**config.mk**
```make
export PLATFORM = sky130hd
export DESIGN_NAME = spdc_core
export DESIGN_NICKNAME = d
export VERILOG_FILES = /design/src/verilog/spdc_fifo.v /design/src/verilog/spdc_crc.v /design/src/verilog/spdc_core.v
export VERILOG_INCLUDE_DIRS = /design/src /design/src/verilog
export SDC_FILE = /design/constraint.sdc
export NUM_CORES = 1
export LEC_CHECK = 0
export ABC_AREA = 1
export ABC_CLOCK_PERIOD_IN_PS = 10910
export BUFFER_PORTS_ARGS = -buffer_cell sky130_fd_sc_hd__buf_4
export CAP_MARGIN = 15
export CORE_UTILIZATION = 32
export DETAILED_ROUTE_END_ITERATION = 7
export PLACE_DENSITY_LB_ADDON = 0.3
export SLEW_MARGIN = 10
export SYNTH_ARGS = -nofsm -noshare
export SYNTH_HDL_FRONTEND = slang
export SYNTH_SLANG_ARGS = --single-unit
```
**constraint.sdc**
```tcl
create_clock -name aclk -period 10.91 [get_ports aclk]
set_clock_uncertainty 0.15 [all_clocks]
set_input_delay 1.6365 -clock aclk [delete_from_list [all_inputs] [get_ports aclk]]
set_output_delay 1.6365 -clock aclk [all_outputs]
set_load 0.01 [all_outputs]
```
**src/verilog/spdc_regs.vh**
```
// register map, field positions and reset values of the spi data/crc block
`ifndef SPDC_REGS_VH
`define SPDC_REGS_VH

`define SPDC_ADDR_W 8
`define SPDC_OFF_CTRL 8'h00
`define SPDC_OFF_STAT 8'h08
`define SPDC_OFF_DATA 8'h0C
`define SPDC_OFF_POLY 8'h10
`define SPDC_OFF_RCRC 8'h14
`define SPDC_OFF_TCRC 8'h18
`define SPDC_OFF_FAST 8'h24

`define SPDC_CTRL_CHK 0
`define SPDC_CTRL_WID 1
`define SPDC_CTRL_BRL 2
`define SPDC_CTRL_BRH 4
`define SPDC_STAT_RNE 0
`define SPDC_STAT_TXE 1
`define SPDC_STAT_BUSY 2
`define SPDC_FAST_EN 0

`define SPDC_POLY_RST 16'h0007
`define SPDC_ZERO16 16'h0000
`define SPDC_ZERO32 32'h0000_0000
`define SPDC_BR_DIV2 3'h0
`define SPDC_BITS8 5'h08
`define SPDC_BITS16 5'h10
`define SPDC_RESP_OKAY 2'h0
`define SPDC_RESP_SLVERR 2'h2
`define SPDC_FIFO_DEPTH 4
`define SPDC_FIFO_AW 2

`endif

```
**src/verilog/spdc_fifo.v**
```verilog
// small synchronous fifo with valid/ready on both sides
`timescale 1ns/1ps
module spdc_fifo #(
	parameter W = 16,
	parameter D = 4,
	parameter AW = 2
) (
	input wire aclk,
	input wire aresetn,
	input wire ce,
	input wire [W-1:0] in_data,
	input wire in_valid,
	output wire in_ready,
	output wire [W-1:0] out_data,
	output wire out_valid,
	input wire out_ready
);
	reg [W-1:0] mem [0:D-1];
	reg [AW-1:0] wr_ptr_reg;
	reg [AW-1:0] rd_ptr_reg;
	reg [AW:0] count_reg;
	wire push;
	wire pop;

	assign in_ready = (count_reg != D[AW:0]);
	assign out_valid = (count_reg != {(AW+1){1'b0}});
	assign out_data = mem[rd_ptr_reg];
	assign push = ce & in_valid & in_ready;
	assign pop = ce & out_valid & out_ready;

	always @(posedge aclk) begin
		if (push) begin
			mem[wr_ptr_reg] <= in_data;
		end
	end

	always @(posedge aclk) begin
		if (!aresetn) begin
			wr_ptr_reg <= {AW{1'b0}};
			rd_ptr_reg <= {AW{1'b0}};
			count_reg <= {(AW+1){1'b0}};
		end else begin
			if (push) begin
				wr_ptr_reg <= wr_ptr_reg + 1'b1;
			end
			if (pop) begin
				rd_ptr_reg <= rd_ptr_reg + 1'b1;
			end
			if (push & ~pop) begin
				count_reg <= count_reg + 1'b1;
			end else if (pop & ~push) begin
				count_reg <= count_reg - 1'b1;
			end
		end
	end
endmodule

```
**src/verilog/spdc_crc.v**
```verilog
// one-frame crc step over 8 or 16 data bits, msb first
`timescale 1ns/1ps
module spdc_crc (
	input wire [15:0] crc_in,
	input wire [15:0] data,
	input wire [15:0] poly,
	input wire wide,
	output reg [15:0] crc_out
);
	integer i;
	reg fb;

	always @* begin
		crc_out = crc_in;
		fb = 1'b0;
		for (i = 15; i >= 0; i = i - 1) begin
			// narrow frames feed only the low byte
			if (wide || i < 8) begin
				fb = crc_out[15] ^ data[i];
				crc_out = {crc_out[14:0], 1'b0} ^ (fb ? poly : 16'h0000);
			end
		end
	end
endmodule

```
**src/verilog/spdc_core.v**
```verilog
// spi data, crc and fast-receive block with axi4-lite registers
//
// Overview of operation
// - data reads give rx buffer, writes tx
// - 8-bit frames: low byte, upper reads zero
// - 16-bit frames use all data bits
// - 16-bit polynomial register, resets to seven
// - read-only rx crc, resets to zero
// - read-only tx crc, resets to zero
// - setting check enable clears both crcs
// - crc covers 8 or 16 bits per mode
// - fast receive bit enables high-speed sampling
// - fast receive works only at divide-by-two
// - fast receive enable reads back zero
// - busy while shifting or tx buffer not empty
// - data register read clears rx-not-empty
//
// The implementer's own choice: the AXI4-Lite interface to the registers.
`timescale 1ns/1ps
`include "spdc_regs.vh"
module spdc_core (
	input wire aclk,
	input wire aresetn,
	input wire ce,
	input wire [7:0] s_axi_awaddr,
	input wire [2:0] s_axi_awprot,
	input wire s_axi_awvalid,
	output wire s_axi_awready,
	input wire [31:0] s_axi_wdata,
	input wire [3:0] s_axi_wstrb,
	input wire s_axi_wvalid,
	output wire s_axi_wready,
	output reg [1:0] s_axi_bresp,
	output reg s_axi_bvalid,
	input wire s_axi_bready,
	input wire [7:0] s_axi_araddr,
	input wire [2:0] s_axi_arprot,
	input wire s_axi_arvalid,
	output wire s_axi_arready,
	output reg [31:0] s_axi_rdata,
	output reg [1:0] s_axi_rresp,
	output reg s_axi_rvalid,
	input wire s_axi_rready,
	output reg spi_sck,
	output wire spi_mosi,
	input wire spi_miso,
	output wire transfer_busy
);
	localparam ST_IDLE = 3'b001;
	localparam ST_SHIFT = 3'b010;
	localparam ST_DONE = 3'b100;

	function [15:0] merge16;
		input [15:0] old;
		input [31:0] wd;
		input [3:0] strb;
		begin
			merge16 = old;
			if (strb[0]) begin
				merge16[7:0] = wd[7:0];
			end
			if (strb[1]) begin
				merge16[15:8] = wd[15:8];
			end
		end
	endfunction

	// 8-bit frames keep only the low byte
	function [15:0] frame_mask;
		input [15:0] w;
		input wide;
		begin
			frame_mask = wide ? w : {8'h00, w[7:0]};
		end
	endfunction

	reg [2:0] state_reg;
	reg [7:0] aw_addr_reg;
	reg aw_held_reg;
	reg [31:0] w_data_reg;
	reg [3:0] w_strb_reg;
	reg w_held_reg;
	reg check_enable_reg;
	reg frame_width_select_reg;
	reg [2:0] baud_divider_reg;
	reg fast_receive_enable_reg;
	reg [15:0] check_polynomial_reg;
	reg [15:0] receive_check_value_reg;
	reg [15:0] transmit_check_value_reg;
	reg [15:0] rx_buffer_reg;
	reg receive_not_empty_reg;
	reg [15:0] tx_shift_reg;
	reg [15:0] tx_word_reg;
	reg [15:0] rx_shift_reg;
	reg [4:0] bit_cnt_reg;
	reg [7:0] div_cnt_reg;
	reg [31:0] rd_next;
	reg rd_err_next;

	wire wr_go;
	wire wr_is_data;
	wire wr_known;
	wire rd_go;
	wire rd_is_data;
	wire [15:0] wr_val;
	wire fifo_in_ready;
	wire [15:0] fifo_out_data;
	wire fifo_out_valid;
	wire fifo_pop;
	wire fast_active;
	wire tick;
	wire [7:0] half_period;
	wire [15:0] rx_crc_next;
	wire [15:0] tx_crc_next;
	wire [15:0] rx_word;

	assign wr_is_data = (aw_addr_reg == `SPDC_OFF_DATA);
	assign wr_known = (aw_addr_reg == `SPDC_OFF_CTRL) |
		(aw_addr_reg == `SPDC_OFF_STAT) | wr_is_data |
		(aw_addr_reg == `SPDC_OFF_POLY) |
		(aw_addr_reg == `SPDC_OFF_RCRC) |
		(aw_addr_reg == `SPDC_OFF_TCRC) |
		(aw_addr_reg == `SPDC_OFF_FAST);
	// a full tx fifo holds the write response back, stalling the master
	assign wr_go = ce & aw_held_reg & w_held_reg & ~s_axi_bvalid &
		(~wr_is_data | fifo_in_ready);
	assign s_axi_awready = ce & ~aw_held_reg & ~s_axi_bvalid;
	assign s_axi_wready = ce & ~w_held_reg & ~s_axi_bvalid;
	assign s_axi_arready = ce & ~s_axi_rvalid;
	assign rd_go = s_axi_arvalid & s_axi_arready;
	assign rd_is_data = (s_axi_araddr == `SPDC_OFF_DATA);
	assign wr_val = w_data_reg[15:0];

	assign fast_active = fast_receive_enable_reg &
		(baud_divider_reg == `SPDC_BR_DIV2);
	assign half_period = 8'h01 << baud_divider_reg;
	assign tick = (div_cnt_reg == half_period - 8'h01);
	assign spi_mosi = tx_shift_reg[15];
	assign fifo_pop = (state_reg == ST_IDLE);
	assign transfer_busy = (state_reg != ST_IDLE) | fifo_out_valid;
	assign rx_word = frame_mask(rx_shift_reg, frame_width_select_reg);

	spdc_fifo #(
		.W(16),
		.D(`SPDC_FIFO_DEPTH),
		.AW(`SPDC_FIFO_AW)
	) u_tx_fifo (
		.aclk(aclk),
		.aresetn(aresetn),
		.ce(ce),
		.in_data(frame_mask(wr_val, frame_width_select_reg)),
		.in_valid(wr_go & wr_is_data),
		.in_ready(fifo_in_ready),
		.out_data(fifo_out_data),
		.out_valid(fifo_out_valid),
		.out_ready(fifo_pop)
	);

	spdc_crc u_rx_crc (
		.crc_in(receive_check_value_reg),
		.data(rx_word),
		.poly(check_polynomial_reg),
		.wide(frame_width_select_reg),
		.crc_out(rx_crc_next)
	);

	spdc_crc u_tx_crc (
		.crc_in(transmit_check_value_reg),
		.data(tx_word_reg),
		.poly(check_polynomial_reg),
		.wide(frame_width_select_reg),
		.crc_out(tx_crc_next)
	);

	// register read mux
	always @* begin
		rd_next = `SPDC_ZERO32;
		rd_err_next = 1'b0;
		case (s_axi_araddr)
		`SPDC_OFF_CTRL: begin
			rd_next[`SPDC_CTRL_CHK] = check_enable_reg;
			rd_next[`SPDC_CTRL_WID] = frame_width_select_reg;
			rd_next[`SPDC_CTRL_BRH:`SPDC_CTRL_BRL] = baud_divider_reg;
		end
		`SPDC_OFF_STAT: begin
			rd_next[`SPDC_STAT_RNE] = receive_not_empty_reg;
			rd_next[`SPDC_STAT_TXE] = ~fifo_out_valid;
			rd_next[`SPDC_STAT_BUSY] = transfer_busy;
		end
		`SPDC_OFF_DATA: rd_next[15:0] = rx_buffer_reg;
		`SPDC_OFF_POLY: rd_next[15:0] = check_polynomial_reg;
		`SPDC_OFF_RCRC: rd_next[15:0] = receive_check_value_reg;
		`SPDC_OFF_TCRC: rd_next[15:0] = transmit_check_value_reg;
		`SPDC_OFF_FAST: rd_next = `SPDC_ZERO32;
		default: rd_err_next = 1'b1;
		endcase
	end

	// axi write and read channels
	always @(posedge aclk) begin
		if (!aresetn) begin
			aw_addr_reg <= 8'h00;
			aw_held_reg <= 1'b0;
			w_data_reg <= `SPDC_ZERO32;
			w_strb_reg <= 4'h0;
			w_held_reg <= 1'b0;
			s_axi_bvalid <= 1'b0;
			s_axi_bresp <= `SPDC_RESP_OKAY;
			s_axi_rvalid <= 1'b0;
			s_axi_rresp <= `SPDC_RESP_OKAY;
			s_axi_rdata <= `SPDC_ZERO32;
		end else if (ce) begin
			if (s_axi_awvalid & s_axi_awready) begin
				aw_addr_reg <= s_axi_awaddr;
				aw_held_reg <= 1'b1;
			end
			if (s_axi_wvalid & s_axi_wready) begin
				w_data_reg <= s_axi_wdata;
				w_strb_reg <= s_axi_wstrb;
				w_held_reg <= 1'b1;
			end
			if (wr_go) begin
				aw_held_reg <= 1'b0;
				w_held_reg <= 1'b0;
				s_axi_bvalid <= 1'b1;
				s_axi_bresp <= wr_known ? `SPDC_RESP_OKAY : `SPDC_RESP_SLVERR;
			end else if (s_axi_bready) begin
				s_axi_bvalid <= 1'b0;
			end
			if (rd_go) begin
				s_axi_rvalid <= 1'b1;
				s_axi_rdata <= rd_next;
				s_axi_rresp <= rd_err_next ? `SPDC_RESP_SLVERR :
					`SPDC_RESP_OKAY;
			end else if (s_axi_rready) begin
				s_axi_rvalid <= 1'b0;
			end
		end
	end

	// control registers; crc offsets take no write at all
	always @(posedge aclk) begin
		if (!aresetn) begin
			check_enable_reg <= 1'b0;
			frame_width_select_reg <= 1'b0;
			baud_divider_reg <= `SPDC_BR_DIV2;
			fast_receive_enable_reg <= 1'b0;
			check_polynomial_reg <= `SPDC_POLY_RST;
		end else if (ce & wr_go) begin
			case (aw_addr_reg)
			`SPDC_OFF_CTRL: begin
				if (w_strb_reg[0]) begin
					check_enable_reg <= wr_val[`SPDC_CTRL_CHK];
					frame_width_select_reg <= wr_val[`SPDC_CTRL_WID];
					baud_divider_reg <=
						wr_val[`SPDC_CTRL_BRH:`SPDC_CTRL_BRL];
				end
			end
			`SPDC_OFF_POLY: begin
				check_polynomial_reg <=
					merge16(check_polynomial_reg, w_data_reg, w_strb_reg);
			end
			`SPDC_OFF_FAST: begin
				if (w_strb_reg[0]) begin
					fast_receive_enable_reg <= wr_val[`SPDC_FAST_EN];
				end
			end
			default: begin
				check_enable_reg <= check_enable_reg;
			end
			endcase
		end
	end

	// serial shifter, mode 0, msb first
	always @(posedge aclk) begin
		if (!aresetn) begin
			state_reg <= ST_IDLE;
			spi_sck <= 1'b0;
			tx_shift_reg <= `SPDC_ZERO16;
			tx_word_reg <= `SPDC_ZERO16;
			rx_shift_reg <= `SPDC_ZERO16;
			bit_cnt_reg <= 5'h00;
			div_cnt_reg <= 8'h00;
		end else if (ce) begin
			case (state_reg)
			ST_IDLE: begin
				spi_sck <= 1'b0;
				div_cnt_reg <= 8'h00;
				if (fifo_out_valid) begin
					tx_word_reg <= fifo_out_data;
					// narrow frames start at bit 7
					tx_shift_reg <= frame_width_select_reg ? fifo_out_data :
						{fifo_out_data[7:0], 8'h00};
					bit_cnt_reg <= frame_width_select_reg ? `SPDC_BITS16 :
						`SPDC_BITS8;
					state_reg <= ST_SHIFT;
				end
			end
			ST_SHIFT: begin
				div_cnt_reg <= tick ? 8'h00 : div_cnt_reg + 8'h01;
				if (tick) begin
					spi_sck <= ~spi_sck;
					// fast mode samples half a clock later, on the
					// falling edge, to absorb the input delay at /2
					if (spi_sck == fast_active) begin
						rx_shift_reg <= {rx_shift_reg[14:0], spi_miso};
					end
					if (spi_sck) begin
						tx_shift_reg <= {tx_shift_reg[14:0], 1'b0};
						bit_cnt_reg <= bit_cnt_reg - 5'h01;
						if (bit_cnt_reg == 5'h01) begin
							state_reg <= ST_DONE;
						end
					end
				end
			end
			ST_DONE: begin
				state_reg <= ST_IDLE;
			end
			default: begin
				state_reg <= ST_IDLE;
			end
			endcase
		end
	end

	// receive buffer, flag and crc accumulators
	always @(posedge aclk) begin
		if (!aresetn) begin
			rx_buffer_reg <= `SPDC_ZERO16;
			receive_not_empty_reg <= 1'b0;
			receive_check_value_reg <= `SPDC_ZERO16;
			transmit_check_value_reg <= `SPDC_ZERO16;
		end else if (ce) begin
			if (state_reg == ST_DONE) begin
				rx_buffer_reg <= rx_word;
				receive_not_empty_reg <= 1'b1;
			end else if (rd_go & rd_is_data) begin
				receive_not_empty_reg <= 1'b0;
			end
			if (wr_go & (aw_addr_reg == `SPDC_OFF_CTRL) & w_strb_reg[0] &
				wr_val[`SPDC_CTRL_CHK] & ~check_enable_reg) begin
				receive_check_value_reg <= `SPDC_ZERO16;
				transmit_check_value_reg <= `SPDC_ZERO16;
			end else if ((state_reg == ST_DONE) & check_enable_reg) begin
				receive_check_value_reg <= rx_crc_next;
				transmit_check_value_reg <= tx_crc_next;
			end
		end
	end
endmodule

```
==> Implementation_results.wiki, run 1 <==
{| class="wikitable"
! Metric !! Value
|-
| Slowest stage delay, CP || 0.54 ns
|-
| Initial core utilization || 0.325
|-
| Clock-pin slew of the registers on the worst-case setup and hold paths || 0.06 ns
|-
| Flip-flop count of the largest register, all copies and words added || 64
|-
| Sequential element share of the synthesized area || 0.281
|-
| Floorplan core area || 0.0633 sq mm
|-
| Arrival time of data at the critical path endpoint || 9.75 ns
|-
| Number of rows created at floorplan || 92
|-
| Commonest register cell after synthesis || sky130_fd_sc_hd__dfxtp_1
|-
| Slowest library cell on the worst path || sky130_fd_sc_hd__dfxtp_4
|-
| Number of vias after detailed routing || 19800
|-
| TritonCTS clock tree || built
|-
| Count of non-filler cells in the finished layout || 3972
|-
| Kind of end point of the critical path || register
|-
| Area of the mapped netlist || 0.0206 sq mm
|-
| Shortest period the worst path allows || 9.47 ns
|-
| Number of buffers inserted during clock tree synthesis || 29
|-
| Yosys cell types || 53
|-
| Post-synthesis area per instance || 6.54 sq um
|-
| H-tree level count || 1
|-
| Synth warnings || 0
|-
| Worst IR Drop VDD || 0.148 mV
|-
| HP Class || register to register
|-
| # port buffers || 68
|-
| Cell count after synthesis || 3148
|-
| Nets@finish || 3181
|-
| Overall die area || 0.0654 sq mm
|-
| Leading post-synthesis cells by cell area || sky130_fd_sc_hd__dfxtp_1 19%, sky130_fd_sc_hd__nand2_1 12%, sky130_fd_sc_hd__edfxtp_1 9.3%, sky130_fd_sc_hd__xor2_1 8.3%, sky130_fd_sc_hd__nand3_1 7.3%
|-
| Outcome || complete, no violations
|-
| Residual antenna-violating net count after detailed routing || 0
|-
| Number of flops mapped to enable cells by yosys || 64
|-
| DIE WIDTH || 256 microns
|-
| Power per unit of standard cell area || 141 mW/mm^2
|-
| First-pass iteration count of the detailed router || 5
|-
| Final-report max-slew violation count || 0
|-
| RSZ-0062 raised after global routing || false
|-
| Data required time of the critical path || 11.19 ns
|-
| Static leakage || 0.00899 uW
|-
| Synthesized flop and latch total || 257
|-
| Total clock sinks || 257
|-
| Pin count of the biggest net entering global routing || 80
|-
| Share of flip-flops with an asynchronous set or reset || 0
|-
| Total half-perimeter wirelength after legalization and detailed placement || 46200 microns
|-
| Area delta synth->final || 9.24%
|-
| Start-to-end type of the worst setup path || register to register
|-
| Routed WL per cell || 16.9 microns
|-
| Number of global-route vias before repair || 17900
|-
| Worst setup SP type || register
|-
| Proportion of layout cells with a drive suffix above 1 || 0.100
|-
| Slew at the pin with the worst max-slew slack || 0.984 ns
|-
| Share of the synthesized area in the top cell type || 0.188
|-
| Most frequent cell on the critical path || sky130_fd_sc_hd__nand2_1
|-
| Ratio of final minimum period to clock period || 0.868
|-
| Final setup violation count || 0
|-
| Clock root buffer || sky130_fd_sc_hd__clkbuf_16
|-
| Cell count after placement || 3918
|-
| Number of max-cap violations || 0
|-
| Max Root-Sink Buffers || 3
|-
| Final global-route overflow total || 0
|-
| Total length of routed wires || 67200 microns
|-
| Post-synth top area cell || sky130_fd_sc_hd__dfxtp_1
|-
| Maximum achievable frequency || 106 MHz
|-
| Number of buffer and inverter stages on the critical path || 7
|-
| Average via count per standard cell || 4.99
|-
| CTS resizes || 0
|-
| Antenna violations before repair || 3
|-
| Total negative slack for setup checks || 0 ns
|-
| Post-CTS setup-driven buffer insertion count || 0
|-
| Global Route Usage Sum || 0.200
|-
| Global-route wire length before repair || 105000 microns
|-
| Max-slew headroom || 0.343
|-
| Skew-Pair Late Insertion Delay || 0.59 ns
|-
| Diode count || 0
|-
| Hold Violations, Final || 0
|-
| Maximum fanout along the worst path || 20
|-
| Cell class contributing the biggest share of worst-path delay || simple AND/OR/NAND/NOR gates
|-
| Hold buffer count at cts || 0
|-
| Number of DRC markers in iteration 0 || 1607
|-
| Register with the highest flop count || u_tx_fifo.mem
|-
| RD Place Congestion || 0.893
|-
| Worst hold slack across all endpoints || 0.308 ns
|-
| DRC violation count after routing || 0
|-
| Vertical die dimension || 256 microns
|-
| I/O pin cnt || 111
|}
## through the flow
stage          setup WS [ns]  power (uW)   util  cell area (sq um)
2_1_floorplan           5.09        1950      -              20700
3_3_place_gp            1.73        2180  0.340              21500
3_5_place_dp            1.62        2200  0.340              21500
4_1_cts                 1.58        3170  0.355              22500
5_1_grt                0.450        3360  0.355              22500
6_report                1.44        3170  0.355              22500
## where the power goes
part | total [uW] | switching [uW] | internal, uW
sequential | 1120 | 62.3 | 1060
combinational | 1070 | 736 | 331
clock | 975 | 418 | 557
## worst min-delay path: cells and delay by family, from the launching register on
family	cells	cell delay [ns]
flip-flops	1	0.30
buffers and inverters	1	0.06
AO/OA/AOI/OAI	1	0.06
## cells in the mapped netlist, types with 4 or more instances
| library cell | n |
|---|---|
| sky130_fd_sc_hd__xnor2_1 | 116 |
| sky130_fd_sc_hd__a211oi_1 | 19 |
| sky130_fd_sc_hd__buf_2 | 49 |
| sky130_fd_sc_hd__nand3b_1 | 16 |
| sky130_fd_sc_hd__a22oi_1 | 7 |
| sky130_fd_sc_hd__nand3_4 | 7 |
| sky130_fd_sc_hd__nand3_2 | 27 |
| sky130_fd_sc_hd__xor2_1 | 196 |
| sky130_fd_sc_hd__inv_1 | 297 |
| sky130_fd_sc_hd__a32oi_1 | 4 |
| sky130_fd_sc_hd__nor3_1 | 32 |
| sky130_fd_sc_hd__edfxtp_1 | 64 |
| sky130_fd_sc_hd__clkbuf_1 | 103 |
| sky130_fd_sc_hd__nand2_1 | 680 |
| sky130_fd_sc_hd__buf_1 | 14 |
| sky130_fd_sc_hd__nand2_2 | 36 |
| sky130_fd_sc_hd__nand4_1 | 32 |
| sky130_fd_sc_hd__o21ai_1 | 5 |
| sky130_fd_sc_hd__o211ai_1 | 5 |
| sky130_fd_sc_hd__o21a_1 | 6 |
| sky130_fd_sc_hd__a21oi_1 | 159 |
| sky130_fd_sc_hd__inv_2 | 37 |
| sky130_fd_sc_hd__dfxtp_1 | 193 |
| sky130_fd_sc_hd__nand3_1 | 299 |
| sky130_fd_sc_hd__buf_4 | 28 |
| sky130_fd_sc_hd__nor2_4 | 6 |
| sky130_fd_sc_hd__o21ai_0 | 187 |
| sky130_fd_sc_hd__nand2b_1 | 7 |
| sky130_fd_sc_hd__nand2_4 | 17 |
| sky130_fd_sc_hd__buf_6 | 9 |
| sky130_fd_sc_hd__a221oi_1 | 12 |
| sky130_fd_sc_hd__nor2_2 | 8 |
| sky130_fd_sc_hd__nor4_1 | 4 |
| sky130_fd_sc_hd__ha_1 | 9 |
| sky130_fd_sc_hd__nor2_1 | 379 |
| sky130_fd_sc_hd__or2_2 | 8 |
| sky130_fd_sc_hd__clkinv_1 | 12 |
| sky130_fd_sc_hd__o22ai_1 | 34 |
## cells by family (layout without fill, tap and decap cells)
family,count (synthesis),count (layout),synth area share
compound gates,448,448,0.120
flops,257,257,0.281
xor+xnor,315,315,0.135
fa+ha+maj,10,10,0.00644
other cells,1,18,0.000182
buf+inv,551,512,0.113
simple gates,1566,1566,0.345
## metal layers
| layer | part of all wire | track usage | wire (microns) |
|---|---|---|---|
| met1 | 0.46 | 0.278 | 31100 |
| met5 | 0.00039 | 0 | 26 |
| met3 | 0.075 | 0.0343 | 5010 |
| met2 | 0.43 | 0.315 | 29200 |
| met4 | 0.027 | 0.0581 | 1830 |
## cell type report
cell class | count | area, sq um
fill | 6853 | 40800
tap | 846 | 1060
sequential | 257 | 5790
timing repair buffer | 112 | 848
clock buffer | 46 | 850
clock inverter | 7 | 80.1
multi-input combinational | 2357 | 12600
inverter | 347 | 1310
## cells in the final DEF, fill, tap and decap left out, types with 9 or more instances in the layout
cell type / Yosys / routed
sky130_fd_sc_hd__clkbuf_16: 0 / 29
sky130_fd_sc_hd__buf_4: 28 / 111
sky130_fd_sc_hd__edfxtp_1: 64 / 64
sky130_fd_sc_hd__nor2_1: 379 / 377
sky130_fd_sc_hd__o21ai_0: 187 / 187
sky130_fd_sc_hd__nand2_1: 680 / 680
sky130_fd_sc_hd__conb_1: 1 / 18
sky130_fd_sc_hd__nor2_2: 8 / 10
sky130_fd_sc_hd__xnor2_1: 116 / 116
sky130_fd_sc_hd__nand3_1: 299 / 299
sky130_fd_sc_hd__inv_1: 297 / 297
sky130_fd_sc_hd__nand3_2: 27 / 27
sky130_fd_sc_hd__a211oi_1: 19 / 19
sky130_fd_sc_hd__nor3_1: 32 / 32
sky130_fd_sc_hd__ha_1: 9 / 9
sky130_fd_sc_hd__a221oi_1: 12 / 12
sky130_fd_sc_hd__clkbuf_1: 103 / 11
sky130_fd_sc_hd__nand2_2: 36 / 36
sky130_fd_sc_hd__nand3b_1: 16 / 16
sky130_fd_sc_hd__a21oi_1: 159 / 159
sky130_fd_sc_hd__o22ai_1: 34 / 34
sky130_fd_sc_hd__inv_2: 37 / 37
sky130_fd_sc_hd__clkinv_1: 12 / 13
sky130_fd_sc_hd__dfxtp_1: 193 / 190
sky130_fd_sc_hd__nand2_4: 17 / 17
sky130_fd_sc_hd__xor2_1: 196 / 196
sky130_fd_sc_hd__nand4_1: 32 / 32
## path summary, 6_finish.rpt
check	from	endpoint	slack (ns)	cells after the start
setup / recovery	frame_width_select_reg	receive_check_value_reg[13]	1.44	58
hold / removal	rx_buffer_reg[12]	rx_buffer_reg[12]	0.31	2
setup reg to reg	frame_width_select_reg	receive_check_value_reg[13]	1.44	58
hold reg to reg	rx_buffer_reg[12]	rx_buffer_reg[12]	0.31	2
Note: power is estimated with default switching activity, not from simulation.
==> run 2, diff against run 1 <==
CORE_MARGIN = 5   (was unset)
CORE_UTILIZATION = 26   (was 32)
==> Implementation_results.wiki, run 2 (synthesis gave the netlist of run 1 again) <==
{| class="wikitable"
! Metric !! Value
|-
| Antenna violations before repair || 0 (was 3)
|-
| Residual antenna-violating net count after detailed routing || 0 (unchanged)
|-
| Max-slew headroom || 0.326 (was 0.343)
|-
| HP Class || register to register (unchanged)
|-
| Ratio of final minimum period to clock period || 0.844 (was 0.868)
|-
| Start-to-end type of the worst setup path || register to register (unchanged)
|-
| Slew at the pin with the worst max-slew slack || 1.00 ns (was 0.984 ns)
|-
| RSZ-0062 raised after global routing || false (unchanged)
|-
| Static leakage || 0.00906 uW (was 0.00899 uW)
|-
| Total length of routed wires || 73200 microns (was 67200 microns)
|-
| DRC violation count after routing || 0 (unchanged)
|-
| Number of rows created at floorplan || 103 (was 92)
|-
| Number of global-route vias before repair || 18000 (was 17900)
|-
| Final-report max-slew violation count || 0 (unchanged)
|-
| Worst Setup Slack post-DPL || 1.83 ns (was 1.62 ns)
|-
| Total negative slack for setup checks || 0 ns (unchanged)
|-
| Slowest library cell on the worst path || sky130_fd_sc_hd__nand2_1 (was sky130_fd_sc_hd__dfxtp_4)
|-
| Power per unit of standard cell area || 141 mW/mm^2 (about the same)
|-
| Hold Violations, Final || 0 (unchanged)
|-
| Post-CTS setup-driven buffer insertion count || 0 (unchanged)
|-
| Worst-case reg-to-reg path depth || 55 (was 58)
|-
| TritonCTS clock tree || built (unchanged)
|-
| Number of buffers inserted during clock tree synthesis || 30 (was 29)
|-
| Kind of end point of the critical path || register (unchanged)
|-
| CTS resizes || 0 (unchanged)
|-
| Top library cells by usage in the layout, fill and taps aside || 680 x sky130_fd_sc_hd__nand2_1, 376 x sky130_fd_sc_hd__nor2_1, 299 x sky130_fd_sc_hd__nand3_1 (was 680 x sky130_fd_sc_hd__nand2_1, 377 x sky130_fd_sc_hd__nor2_1, 299 x sky130_fd_sc_hd__nand3_1)
|-
| Data required time of the critical path || 11.18 ns (was 11.19 ns)
|-
| Maximum achievable frequency || 109 MHz (was 106 MHz)
|-
| Flip-flop count of the largest register, all copies and words added || 64 (unchanged)
|-
| Maximum fanout along the worst path || 20 (unchanged)
|-
| Total half-perimeter wirelength after legalization and detailed placement || 50300 microns (was 46200 microns)
|-
| Worst IR Drop VDD || 0.135 mV (was 0.148 mV)
|-
| RD Place Congestion || 0.874 (was 0.893)
|-
| Leading cell type in the layout, fill and taps excluded || sky130_fd_sc_hd__nand2_1 (unchanged)
|-
| Nets@finish || 3192 (was 3181)
|-
| Number of max-cap violations || 0 (unchanged)
|-
| Area delta synth->final || 11.1% (was 9.24%)
|-
| Outcome || complete, no violations (unchanged)
|-
| Final global-route overflow total || 0 (unchanged)
|-
| Vertical die dimension || 291 microns (was 256 microns)
|-
| Grt met2 use || 0.258 (was 0.315)
|-
| Skew-Pair Late Insertion Delay || 0.61 ns (was 0.59 ns)
|-
| Average via count per standard cell || 4.75 (was 4.99)
|-
| Hold buffer count at cts || 0 (unchanged)
|-
| Slowest stage delay, CP || 0.63 ns (was 0.54 ns)
|-
| Fillers || 8692 (was 6853)
|-
| Clock-pin slew of the registers on the worst-case setup and hold paths || 0.06 ns (about the same)
|-
| # port buffers || 68 (unchanged)
|-
| Diode count || 0 (unchanged)
|-
| Arrival time of data at the critical path endpoint || 9.48 ns (was 9.75 ns)
|-
| Shortest period the worst path allows || 9.21 ns (was 9.47 ns)
|-
| Worst setup SP type || register (unchanged)
|-
| Overall die area || 0.0849 sq mm (was 0.0654 sq mm)
|-
| Global Route Usage Sum || 0.164 (was 0.200)
|-
| Initial core utilization || 0.261 (was 0.325)
|-
| Most frequent cell on the critical path || sky130_fd_sc_hd__nand2_1 (unchanged)
|-
| Met1 Track Usage GR || 0.232 (was 0.278)
|-
| Pin count of the biggest net entering global routing || 71 (was 80)
|-
| Fraction of met3 tracks used by global routing || 0.0284 (was 0.0343)
|-
| Most congested layer reported by global routing || met2 (unchanged)
|-
| I/O pin cnt || 111 (unchanged)
|-
| Cell area reported after detailed placement || 0.0219 sq mm (was 0.0215 sq mm)
|-
| Clock root buffer || sky130_fd_sc_hd__clkbuf_16 (unchanged)
|-
| Register with the highest flop count || u_tx_fifo.mem (unchanged)
|-
| Max Root-Sink Buffers || 3 (unchanged)
|-
| Number of cells traversed by the worst hold path || 2 (unchanged)
|-
| Number of vias after detailed routing || 19900 (was 19800)
|-
| First-pass iteration count of the detailed router || 6 (was 5)
|-
| Floorplan core area || 0.0787 sq mm (was 0.0633 sq mm)
|-
| Proportion of layout cells with a drive suffix above 1 || 0.106 (was 0.100)
|-
| Number of DRC markers in iteration 0 || 1718 (was 1607)
|-
| DIE WIDTH || 291 microns (was 256 microns)
|-
| Final Instance Area || 0.0229 sq mm (was 0.0225 sq mm)
|-
| Final setup violation count || 0 (unchanged)
|-
| H-tree level count || 1 (unchanged)
|-
| Global-route wire length before repair || 111000 microns (was 105000 microns)
|-
| Routed WL per cell || 17.5 microns (was 16.9 microns)
|-
| Total clock sinks || 257 (unchanged)
|-
| Final critical-path setup slack || 1.70 ns (was 1.44 ns)
|}
run 2: worst max-delay path: cells and delay by family, from the launching register on:
family	cells	cell delay, ns
compound gates	2	0.18
flops	1	0.58
buf+inv	7	0.71
simple gates	42	6.61
xor+xnor	4	0.76
run 2: routing by layer:
layer	vias up	wire (microns)
li1	9986	-
met1	9203	33900
met2	613	32000
met3	100	5350
met4	0	1960
met5	-	0
run 2: power breakdown:
part	total [uW]	switching, uW	internal, uW
Clock	1010	435	576
Combinational	1080	758	324
Sequential	1120	60.9	1060
Total	3210	1250	1960
run 2: final cells by class:
class                           instances  area (sq um)  share of cell area
Multi-Input combinational cell       2357         12600               0.549
Clock inverter                         10           111             0.00487
Tap cell                             1050          1310              0.0575
Sequential cell                       257          5790               0.253
Clock buffer                           44           868              0.0380
Timing Repair Buffer                  122           916              0.0401
Inverter                              347          1310              0.0571
run 2: final timing paths:
check	startpoint	to	slack (ns)
hold / removal	rx_shift_reg[8]	rx_shift_reg[9]	0.31
hold reg to reg	rx_shift_reg[8]	rx_shift_reg[9]	0.31
setup / recovery	check_polynomial_reg[15]	receive_check_value_reg[13]	1.70
setup reg to reg	check_polynomial_reg[15]	receive_check_value_reg[13]	1.70
run 2: stage by stage:
step / hold WS (ns) / utilization / std cells / total power, uW
after detailed placement: 0.302 / 0.278 / 4133 / 2220
after global routing: 0.318 / 0.290 / 4187 / 3420
final: 0.308 / 0.290 / 4187 / 3210
after floorplan: 0.280 / - / 3165 / 1950
after global placement: 0.292 / 0.278 / 4133 / 2210
after CTS: 0.311 / 0.290 / 4187 / 3230
==> run 3, diff against run 2 <==
ABC_CLOCK_PERIOD_IN_PS = 8000   (was 10910)
clock period = 8 ns   (was 10.91 ns; I/O delays follow)
==> Implementation_results.wiki, run 3 (synthesis gave the netlist of run 1 again) <==
{| class="wikitable"
! Metric !! Value
|-
| Worst Setup Slack post-DPL || 0.319 ns (was 1.83 ns)
|-
| Cell count after placement || 4158 (was 4133)
|-
| Maximum achievable frequency || 136 MHz (was 109 MHz)
|-
| DIE WIDTH || 291 microns (unchanged)
|-
| Register with the highest flop count || u_tx_fifo.mem (unchanged)
|-
| Total clock sinks || 257 (unchanged)
|-
| Max Root-Sink Buffers || 3 (unchanged)
|-
| Endpoint of the worst setup timing path || transmit_check_value_reg[6] (was receive_check_value_reg[13])
|-
| HP Class || register to register (unchanged)
|-
| H-tree level count || 2 (was 1)
|-
| Vertical die dimension || 291 microns (unchanged)
|-
| Worst Setup SP || tx_word_reg[15] (was check_polynomial_reg[15])
|-
| Switching power summed over all nets || 1780 uW (was 1250 uW)
|-
| Number of buffers inserted during clock tree synthesis || 34 (was 30)
|-
| Outcome || complete, no violations (unchanged)
|-
| Global-route wire length before repair || 110000 microns (was 111000 microns)
|-
| Cell class contributing the biggest share of worst-path delay || simple AND/OR/NAND/NOR gates (unchanged)
|-
| Leading cell type in the layout, fill and taps excluded || sky130_fd_sc_hd__nand2_1 (unchanged)
|-
| Final-report max-slew violation count || 0 (unchanged)
|-
| Hold Violations, Final || 0 (unchanged)
|-
| Most frequent cell on the critical path || sky130_fd_sc_hd__nand2_1 (unchanged)
|-
| R2r endpoint || transmit_check_value_reg[6] (was receive_check_value_reg[13])
|-
| Worst-case reg-to-reg path depth || 54 (was 55)
|-
| Worst setup SP type || register (unchanged)
|-
| Proportion of layout cells with a drive suffix above 1 || 0.121 (was 0.106)
|-
| Number of cells traversed by the worst hold path || 2 (unchanged)
|-
| Kind of end point of the critical path || register (unchanged)
|-
| Clock root buffer || sky130_fd_sc_hd__clkbuf_16 (unchanged)
|-
| RD Place Congestion || 0.871 (was 0.874)
|-
| Flip-flop count of the largest register, all copies and words added || 64 (unchanged)
|-
| Relative contribution of the clock network to total power || 0.344 (was 0.314)
|-
| # port buffers || 68 (unchanged)
|-
| Crit. path cell count || 54 (was 55)
|-
| Top library cells by usage in the layout, fill and taps aside || 680 x sky130_fd_sc_hd__nand2_1, 374 x sky130_fd_sc_hd__nor2_1, 299 x sky130_fd_sc_hd__nand3_1 (was 680 x sky130_fd_sc_hd__nand2_1, 376 x sky130_fd_sc_hd__nor2_1, 299 x sky130_fd_sc_hd__nand3_1)
|-
| DRC violation count after routing || 0 (unchanged)
|-
| FF-to-FF Start || tx_word_reg[15] (was check_polynomial_reg[15])
|-
| Number of max-cap violations || 0 (unchanged)
|-
| Number of vias after detailed routing || 19900 (about the same)
|-
| Final critical-path setup slack || 0.642 ns (was 1.70 ns)
|-
| Antenna violations before repair || 0 (unchanged)
|-
| Internal reg-to-reg setup slack || 0.64 ns (was 1.70 ns)
|-
| Floorplan core area || 0.0787 sq mm (unchanged)
|-
| Global Route Usage Sum || 0.161 (was 0.164)
|-
| Count of non-filler cells in the finished layout || 4230 (was 4187)
|-
| Slew at the pin with the worst max-slew slack || 0.987 ns (was 1.00 ns)
|-
| Nets@finish || 3232 (was 3192)
|-
| Worst IR Drop VDD || 0.147 mV (was 0.135 mV)
|-
| Start-to-end type of the worst setup path || register to register (unchanged)
|-
| Routed WL per cell || 16.9 microns (was 17.5 microns)
|-
| Ratio of final minimum period to clock period || 0.920 (was 0.844)
|-
| Max-slew headroom || 0.341 (was 0.326)
|-
| Number of buffer and inverter stages on the critical path || 10 (was 7)
|-
| Number of DRC markers in iteration 0 || 1694 (was 1718)
|-
| Share of power burned in registers || 0.325 (was 0.349)
|-
| Fraction of power consumed by combinational cells || 0.330 (was 0.336)
|-
| Number of rows created at floorplan || 103 (unchanged)
|-
| Initial core utilization || 0.261 (unchanged)
|-
| Data required time of the critical path || 8.25 ns (was 11.18 ns)
|-
| First-pass iteration count of the detailed router || 6 (unchanged)
|-
| Pwr Total || 4720 uW (was 3210 uW)
|-
| Overall die area || 0.0849 sq mm (unchanged)
|-
| Skew-Pair Late Insertion Delay || 0.55 ns (was 0.61 ns)
|-
| Diode count || 0 (unchanged)
|-
| Clock-pin slew of the registers on the worst-case setup and hold paths || 0.07 ns (was 0.06 ns)
|-
| Number of global-route vias before repair || 18400 (was 18000)
|-
| Pin count of the biggest net entering global routing || 72 (was 71)
|-
| I/O pin cnt || 111 (unchanged)
|-
| Static leakage || 0.00940 uW (was 0.00906 uW)
|-
| Average via count per standard cell || 4.70 (was 4.75)
|-
| Int Pwr || 2940 uW (was 1960 uW)
|-
| Maximum fanout along the worst path || 23 (was 20)
|-
| Arrival time of data at the critical path endpoint || 7.61 ns (was 9.48 ns)
|-
| Critical hold path startpoint || rx_shift_reg[8] (unchanged)
|-
| Final global-route overflow total || 0 (unchanged)
|-
| TritonCTS clock tree || built (unchanged)
|-
| Power per unit of standard cell area || 201 mW/mm^2 (was 141 mW/mm^2)
|-
| Area delta synth->final || 14.4% (was 11.1%)
|-
| Total length of routed wires || 71300 microns (was 73200 microns)
|-
| Total half-perimeter wirelength after legalization and detailed placement || 51100 microns (was 50300 microns)
|-
| Net Sw Frac || 0.378 (was 0.390)
|-
| Residual antenna-violating net count after detailed routing || 0 (unchanged)
|-
| Slowest stage delay, CP || 0.39 ns (was 0.63 ns)
|-
| Shortest period the worst path allows || 7.36 ns (was 9.21 ns)
|-
| Final setup violation count || 0 (unchanged)
|-
| Slowest library cell on the worst path || sky130_fd_sc_hd__dfxtp_1 (was sky130_fd_sc_hd__nand2_1)
|}
[run 3: layout make-up]
| type | count | area [sq um] |
|---|---|---|
| Tap cell | 1050 | 1310 |
| Sequential cell | 257 | 5790 |
| Timing Repair Buffer | 157 | 1260 |
| Clock inverter | 16 | 215 |
| Clock buffer | 45 | 983 |
| Inverter | 347 | 1310 |
| Multi-Input combinational cell | 2358 | 12700 |
| Fill cell | 8700 | 55200 |
[run 3: metal layers]
metal,share of wire,up-vias,GRT usage,wire length (microns)
li1,-,10100,-,-
met1,0.47,9257,0.226,33600
met2,0.45,494,0.262,32200
met3,0.059,82,0.0253,4220
met4,0.018,0,0.0363,1260
met5,0,-,0,0
[run 3: what timing repair did]
action | in CTS | in global routing
hold buffers | 0 | 0
setup buffers | 0 | 10
resized for setup | 0 | 26
endpoints found under the setup margin | 0 | 32
[run 3: metrics by stage]
step	setup TNS [ns]	cell area, sq um	utilization	hold slack, ns
2_1_floorplan	0	20700	-	0.280
3_3_place_gp	0	22100	0.281	0.300
3_5_place_dp	0	22100	0.281	0.303
4_1_cts	0	23300	0.296	0.308
5_1_grt	-0.0882	23600	0.299	0.336
6_report	0	23600	0.299	0.303
[run 3: worst min-delay path by stage]
stage	to
final	rx_shift_reg[9]
after global routing	receive_check_value_reg[11]
after CTS	rx_shift_reg[9]
after detailed placement	rx_shift_reg[9]
after global placement	u_tx_fifo.rd_ptr_reg[1]
after floorplan	rx_buffer_reg[15]
[run 3: tightest hold or removal path, cell delays in order (launching register included)]
cell and delay [ns]:
sky130_fd_sc_hd__dfxtp_1 0.31, sky130_fd_sc_hd__inv_1 0.05, sky130_fd_sc_hd__a21oi_1 0.05
[run 3: power by group through the flow]
stage	logic (uW)	registers, uW	clock network (uW)
floorplan	1120	1530	0
global placement	1500	1560	0
detailed placement	1510	1560	0
CTS	1520	1540	1670
global route	1730	1550	1700
finish	1560	1540	1630
